[src/spram_pkg.sv]
/*
 Package for the single-port RAM with read-during-write choices.
 Assumes one system clock; both ends import it whole.
*/
package spram_pkg;
    typedef enum logic [1:0] {
        SPRAM_RDW_DONT_CARE,
        SPRAM_RDW_NEW_DATA,
        SPRAM_RDW_OLD_DATA
    } spram_rdw_t;
    typedef enum logic [1:0] {
        SPRAM_CLK_SINGLE,
        SPRAM_CLK_IN_OUT,
        SPRAM_CLK_READ_WRITE,
        SPRAM_CLK_INDEPENDENT
    } spram_clk_t;
    localparam int SPRAM_DATA_W = 8;
    localparam int SPRAM_ADDR_W = 8;
    localparam int SPRAM_LANE_W = 8;
    localparam logic SPRAM_Q_RESET = 1'b0;
endpackage

[src/spram_if.sv]
/*
 Interface joining the user-logic end to the memory end.
 Assumes the testbench supplies clock and reset.
*/
`timescale 1ns/1ps
`default_nettype none
interface spram_if
    import spram_pkg::*;
#(
    parameter int DATA_W = SPRAM_DATA_W,
    parameter int ADDR_W = SPRAM_ADDR_W,
    parameter int LANES = (DATA_W + SPRAM_LANE_W - 1) / SPRAM_LANE_W
);
    logic [DATA_W-1:0] wr_data;
    logic [ADDR_W-1:0] addr;
    logic [LANES-1:0] lane_en;
    logic wr_en;
    logic rd_en;
    logic addr_hold;
    logic clk_en;
    logic aclr;
    logic [DATA_W-1:0] rd_data;
    modport mem (
        input wr_data, addr, lane_en, wr_en, rd_en, addr_hold, clk_en, aclr,
        output rd_data
    );
    modport user (
        output wr_data, addr, lane_en, wr_en, rd_en, addr_hold, clk_en, aclr,
        input rd_data
    );
endinterface
`default_nettype wire

[src/spram_mem.sv]
/*
 Memory end: single-port RAM in the embedded nine_kbit_block style.
 Assumes one clock; the user end keeps data width and strobe use legal.
*/
`timescale 1ns/1ps
`default_nettype none
module spram_mem
    import spram_pkg::*;
#(
    parameter int DATA_W = SPRAM_DATA_W,
    parameter int ADDR_W = SPRAM_ADDR_W,
    parameter int LANES = (DATA_W + SPRAM_LANE_W - 1) / SPRAM_LANE_W,
    parameter spram_rdw_t RDW_MODE = SPRAM_RDW_NEW_DATA,
    parameter spram_clk_t CLK_MODE = SPRAM_CLK_SINGLE,
    parameter bit ADDR_ACLR = 1'b1,
    parameter bit Q_ACLR = 1'b1
) (
    input wire logic sys_clk_i,
    input wire logic rstn_i,
    spram_if.mem bus,
    output logic cfg_error_o
);
    localparam int DEPTH = 1 << ADDR_W;
    logic [DATA_W-1:0] mem_reg [DEPTH];
    logic [ADDR_W-1:0] addr_reg;
    logic [DATA_W-1:0] q_reg;
    logic [ADDR_W-1:0] addr_eff;
    logic [DATA_W-1:0] q_next;
    logic clr;

    // Only single and in/out clocking fit a single port
    assign cfg_error_o = !(CLK_MODE == SPRAM_CLK_SINGLE
                           || CLK_MODE == SPRAM_CLK_IN_OUT);
    // Dual-port pairings cannot be built from this one port
    // One clock here, so every clock mode collapses onto sys_clk_i
    assign clr = !rstn_i || bus.aclr;
    assign addr_eff = bus.addr_hold ? addr_reg : bus.addr;

    always_ff @(posedge sys_clk_i or posedge clr) begin
        if (clr) begin
            // System reset always clears; aclr only when configured
            if (ADDR_ACLR || !rstn_i) begin
                addr_reg <= '0;
            end
        end else if (bus.clk_en) begin
            addr_reg <= addr_eff;
        end
    end

    // Array itself is never cleared, as in a real block
    always_ff @(posedge sys_clk_i) begin
        if (bus.clk_en && bus.wr_en) begin
            for (int i = 0; i < LANES; i++) begin
                if (bus.lane_en[i]) begin
                    for (int b = 0; b < SPRAM_LANE_W; b++) begin
                        if (i * SPRAM_LANE_W + b < DATA_W) begin
                            mem_reg[addr_eff][i*SPRAM_LANE_W+b] <=
                                bus.wr_data[i*SPRAM_LANE_W+b];
                        end
                    end
                end
            end
        end
    end

    always_comb begin
        q_next = mem_reg[addr_eff];
        if (bus.wr_en) begin
            case (RDW_MODE)
                SPRAM_RDW_NEW_DATA: begin
                    for (int i = 0; i < LANES; i++) begin
                        for (int b = 0; b < SPRAM_LANE_W; b++) begin
                            if (bus.lane_en[i] && i * SPRAM_LANE_W + b < DATA_W) begin
                                q_next[i*SPRAM_LANE_W+b] =
                                    bus.wr_data[i*SPRAM_LANE_W+b];
                            end
                        end
                    end
                end
                SPRAM_RDW_OLD_DATA: q_next = mem_reg[addr_eff];
                // Undefined in hardware; old contents shown here
                SPRAM_RDW_DONT_CARE: q_next = mem_reg[addr_eff];
                default: q_next = mem_reg[addr_eff];
            endcase
        end
    end

    always_ff @(posedge sys_clk_i or posedge clr) begin
        if (clr) begin
            if (Q_ACLR || !rstn_i) begin
                q_reg <= {DATA_W{SPRAM_Q_RESET}};
            end
        end else if (bus.clk_en && bus.rd_en) begin
            q_reg <= q_next;
        end
    end

    assign bus.rd_data = q_reg;
endmodule
`default_nettype wire

[src/flat_wrapper.sv]
// flat-port wrapper written by rule: the top's interface ports become plain ports
module spram_mem_flat import spram_pkg::*;
#(
    parameter int DATA_W = SPRAM_DATA_W,
    parameter int ADDR_W = SPRAM_ADDR_W,
    parameter int LANES = (DATA_W + SPRAM_LANE_W - 1) / SPRAM_LANE_W,
    parameter spram_rdw_t RDW_MODE = SPRAM_RDW_NEW_DATA,
    parameter spram_clk_t CLK_MODE = SPRAM_CLK_SINGLE,
    parameter bit ADDR_ACLR = 1'b1,
    parameter bit Q_ACLR = 1'b1
)
  (sys_clk_i, rstn_i, cfg_error_o, bus_wr_data, bus_addr, bus_lane_en, bus_wr_en, bus_rd_en, bus_addr_hold, bus_clk_en, bus_aclr, bus_rd_data);
  spram_if #(.DATA_W(DATA_W), .ADDR_W(ADDR_W), .LANES(LANES)) bus_i ();
  input wire logic sys_clk_i;
  input wire logic rstn_i;
  output logic cfg_error_o;
  input wire logic [$bits(bus_i.wr_data)-1:0] bus_wr_data;
  input wire logic [$bits(bus_i.addr)-1:0] bus_addr;
  input wire logic [$bits(bus_i.lane_en)-1:0] bus_lane_en;
  input wire logic [$bits(bus_i.wr_en)-1:0] bus_wr_en;
  input wire logic [$bits(bus_i.rd_en)-1:0] bus_rd_en;
  input wire logic [$bits(bus_i.addr_hold)-1:0] bus_addr_hold;
  input wire logic [$bits(bus_i.clk_en)-1:0] bus_clk_en;
  input wire logic [$bits(bus_i.aclr)-1:0] bus_aclr;
  output wire logic [$bits(bus_i.rd_data)-1:0] bus_rd_data;
  assign bus_i.wr_data = bus_wr_data;
  assign bus_i.addr = bus_addr;
  assign bus_i.lane_en = bus_lane_en;
  assign bus_i.wr_en = bus_wr_en;
  assign bus_i.rd_en = bus_rd_en;
  assign bus_i.addr_hold = bus_addr_hold;
  assign bus_i.clk_en = bus_clk_en;
  assign bus_i.aclr = bus_aclr;
  assign bus_rd_data = bus_i.rd_data;
  spram_mem #(.DATA_W(DATA_W), .ADDR_W(ADDR_W), .LANES(LANES), .RDW_MODE(RDW_MODE), .CLK_MODE(CLK_MODE), .ADDR_ACLR(ADDR_ACLR), .Q_ACLR(Q_ACLR)) u_core (.sys_clk_i(sys_clk_i), .rstn_i(rstn_i), .bus(bus_i), .cfg_error_o(cfg_error_o));
endmodule
[config.mk]
export PLATFORM = sky130hd
export DESIGN_NAME = spram_mem_flat
export DESIGN_NICKNAME = d
export VERILOG_FILES = /design/src/spram_pkg.sv /design/src/spram_if.sv /design/src/spram_mem.sv /design/src/flat_wrapper.sv
export SDC_FILE = /design/constraint.sdc
export NUM_CORES = 2
export LEC_CHECK = 0
export ABC_AREA = 1
export BUFFER_PORTS_ARGS = -buffer_cell sky130_fd_sc_hd__buf_2
export CAP_MARGIN = 20
export CORE_ASPECT_RATIO = 1.2
export CORE_MARGIN = 2
export CORE_UTILIZATION = 60
export CTS_BUF_LIST = sky130_fd_sc_hd__clkbuf_8
export DETAILED_ROUTE_END_ITERATION = 16
export PLACE_DENSITY_LB_ADDON = 0.2
export SYNTH_ARGS = -nofsm -noshare
export SYNTH_HDL_FRONTEND = slang
export SYNTH_SLANG_ARGS = --single-unit
[constraint.sdc]
create_clock -name sys_clk_i -period 3 [get_ports sys_clk_i]
set_clock_uncertainty 0.05 [all_clocks]
set_input_delay 0.6 -clock sys_clk_i [delete_from_list [all_inputs] [get_ports sys_clk_i]]
set_output_delay 0.6 -clock sys_clk_i [all_outputs]
set_load 0.1 [all_outputs]
==> impl_results.md <==
- Status: finished clean
- Worst slew pin tran: 0.914 ns
- Placed Area: 93,000 um2
- Number of global-route vias before repair: 59,200
- Power Density: 615 nW/um2
- Slowest cell delay on critical path: 0.38 ns
- Place WS: -0.494 ns
- Critical Path Source Type: flip-flop
- Die W: 348 um
- Post-synthesis cell type count: 27
- Largest register FFs: 2,048
- Setup WS post-layout: 0.0598 ns
- Synth warn: 0
- Clk pwr share: 35.5%
- Initial Util: 60.4%
- CP Class: reg2reg
- Most common cell in the netlist: nand2_1
- Max Fclk: 340 MHz
- R2R depth: 12
- Adder-cell share of the synthesized area: 0%
- Final Max Tran Viols: 0
- Tcrit/Tclk final: 98.0%
- Reg power frac: 52.3%
- FF+latch count, synth: 2,064
- Gr ovfl total: 0
- Initial antenna violation count: 7
- Clk slew on worst S/H paths: 0.06 ns
- Leakage power: 40.3 nW
- MaxCap Viol Count: 0
- Net Count, Synth: 8,051
- Ports: 33
- WHS Endpoint: u_core.addr_reg[5]
- Setup crit end kind: flip-flop
- Hold path depth: 4
- First-pass GRT wire length: 354 mm
- Final setup viols: 0
- R2R Path Start: u_core.addr_reg[0]
- Layout cell share with drive strength beyond 1: 13.5%
- Hold Vio Cnt, Final: 0
- Critical Path AT: 3.59 ns
- Slew Limit Headroom: 38.9%
- Crit path time final: 2.94 ns
- Largest net degree at the start of global routing: 99
- Row count: 151
- Switch Pwr: 0.0160 W
- Hold Crit Start: bus_addr[5]
- Routed Antenna Nets: 0
- DR vias/cell: 5.64
- Initial DRC Count: 7,438
- Crit path max-delay cell type: dfrtp_1
- Capture point of the worst reg-to-reg path: u_core.mem_reg[254][0]
- Syn Inst Count: 8,027
- Top FF cell, synth: edfxtp_1
- Clock tree sinks: 2,064
- Synth Area in Compound Gates: 0.568%
- Mean Syn Cell Area: 10.6 um2
- Final nets: 8,741
- PortBufs: 31
- Synth Area in XOR/XNOR: 0%
- Finished Cell Area: 99,000 um2
- Drt wl/cell: 22.1 um
- DRC viols: 0
- Multiplexer area fraction after synthesis: 0%
- Post-Route WL: 238 mm
- Cell repeated most along the worst path: buf_4
- Worst vdd ir: 574 uV
- Detailed placer's ending HPWL: 150 mm
- Reg2Reg Setup Slack: 0.06 ns
- CTS root buf: clkbuf_8
- Synth area leaders: edfxtp_1 (72%), nand2_1 (20%), nor2_1 (2.3%), nand3_1 (2.0%), buf_2 (1.5%)
- Leading area contributor after synthesis: edfxtp_1
- Core Region: 141,000 um2
- Clock Path Buffers: 4
- Die Ht: 417 um
- Largest family of logic cells by synthesized area: simple AND/OR/NAND/NOR gates
- Critical path peak fanout: 49
- Post-Syn Area: 85,300 um2
- Number of buffers created by CTS: 329
- Simple-Gate Fraction of Synth Area: 24.5%
- CP delay by family, top: buffers and inverters
- Total Die Area: 145,000 um2
- Layout area overhead: 16.1%
- WP buf/inv: 7
- Post-synth top cells: nand2_1 (4,520), edfxtp_1 (2,048), nor2_1 (533), nand3_1 (346), buf_2 (263)
- Net Sw Frac: 26.3%
- Vias: 60,800
- Sequential element share of the synthesized area: 72.6%
- Int Pwr: 0.0449 W
- Worst-path cell chain: buf_4 > nand2_4 > nand2_8 > buf_4 > buf_12 > buf_4 > nor3_2 > buf_4 > nand2_1 > buf_12 > nor2_1 > buf_4
- Worst-skew pair later-pin latency: 1.05 ns
- Worst path required time: 3.65 ns
- Placer Congestion: 0.972
- CTS tree: built
- Asr flop ratio synth: 0.775%
- Number of flops mapped to enable cells by yosys: 2,048
- HP Class: in2reg
- H-tree depth: 5
- Setup repair after global routing missed its margin: false
- Comb pwr share: 12.2%
- First-pass DRT Iterations: 8
- Share of the synthesized area in the top cell type: 72.1%
- Gr usage total: 32.7%
[placed cells by master, fill, tap and decap left out, drive strengths merged]
master	Yosys	routed
nor3	4	4
dlygate4sd3	0	11
edfxtp	2048	2048
conb	1	1
clkinvlp	0	4
or2	3	3
clkbuf	125	339
nand4	7	7
nand2	4524	4524
o21ai	68	68
clkinv	2	124
bufbuf	0	1
nand3	346	346
diode	0	3
buf	291	762
a21oi	19	19
inv	29	119
nor2	539	539
dfrtp	16	16
o21bai	5	5
bufinv	0	5
[per-layer routing]
layer / global-route usage [%] / up-vias / part of all wire, %
li1: - / 27900 / -
met1: 43.2 / 28800 / 37
met2: 52.0 / 3556 / 47
met3: 6.78 / 657 / 11
met4: 16.5 / 4 / 5.1
met5: 0 / - / 0.011
[logic make-up (layout without fill, tap and decap cells)]
family	Yosys count	count (layout)
other cells	1	4
flops	2064	2064
compound gates	92	92
simple gates	5423	5423
buf+inv	447	1365
[power by group through the flow]
stage	sequential, W	clock (W)	combinational, W
floorplan	0.0326	0	0.00364
detailed placement	0.0324	0	0.00721
finish	0.0318	0.0216	0.00745
global route	0.0318	0.0230	0.00800
CTS	0.0318	0.0218	0.00727
global placement	0.0324	0	0.00712
[area by class of cell]
type | count | area [um2]
inverters | 31 | 124
fillers | 9877 | 42100
diodes | 3 | 7.51
repair buffers | 775 | 7490
well taps | 1836 | 2300
clock buffers | 338 | 4650
flip-flops and latches | 2064 | 61900
multi-input cells | 5516 | 21500
clock inverters | 221 | 1040
[worst max path at each step]
stage,start,end,cells after the start
after CTS,u_core.addr_reg[0],u_core.bus.rd_data[5],19
after detailed placement,bus_addr_hold,u_core.bus.rd_data[1],19
after global placement,bus_addr_hold,u_core.bus.rd_data[0],19
after floorplan,bus_addr_hold,u_core.mem_reg[192][0],9
after global routing,u_core.addr_reg[0],u_core.bus.rd_data[0],22
final,u_core.addr_reg[0],u_core.mem_reg[254][0],12
[through the flow]
| step | setup TNS, ns | cells | hold WS, ns | util, % | total power [W] |
|---|---|---|---|---|---|
| detailed placement | -200.00 | 10200 | 0.421 | 65.9 | 0.0396 |
| floorplan | 0 | 8027 | 0.396 | - | 0.0362 |
| finish | 0 | 10800 | 0.115 | 70.2 | 0.0609 |
| global route | 0 | 10800 | 0.105 | 70.2 | 0.0628 |
| CTS | 0 | 10800 | 0.0259 | 70.0 | 0.0609 |
| global placement | -128.60 | 10200 | 0.413 | 65.9 | 0.0395 |
[repair_timing]
item	in CTS	in global routing
setup endpoints to repair	3	49
gates cloned	1	1
hold endpoints to repair	261	0
gates resized for setup	3	27
hold buffers	11	0
buffers inserted	0	6
pin swaps	0	6
[worst register-to-register path, delay by kind of cell (launching register included)]
family / cells / cell delay (ns)
flip-flops: 1 / 0.38
AND/OR/NAND/NOR: 5 / 0.80
buffers and inverters: 7 / 1.36
No activity file was read; power rests on OpenSTA's default activity.
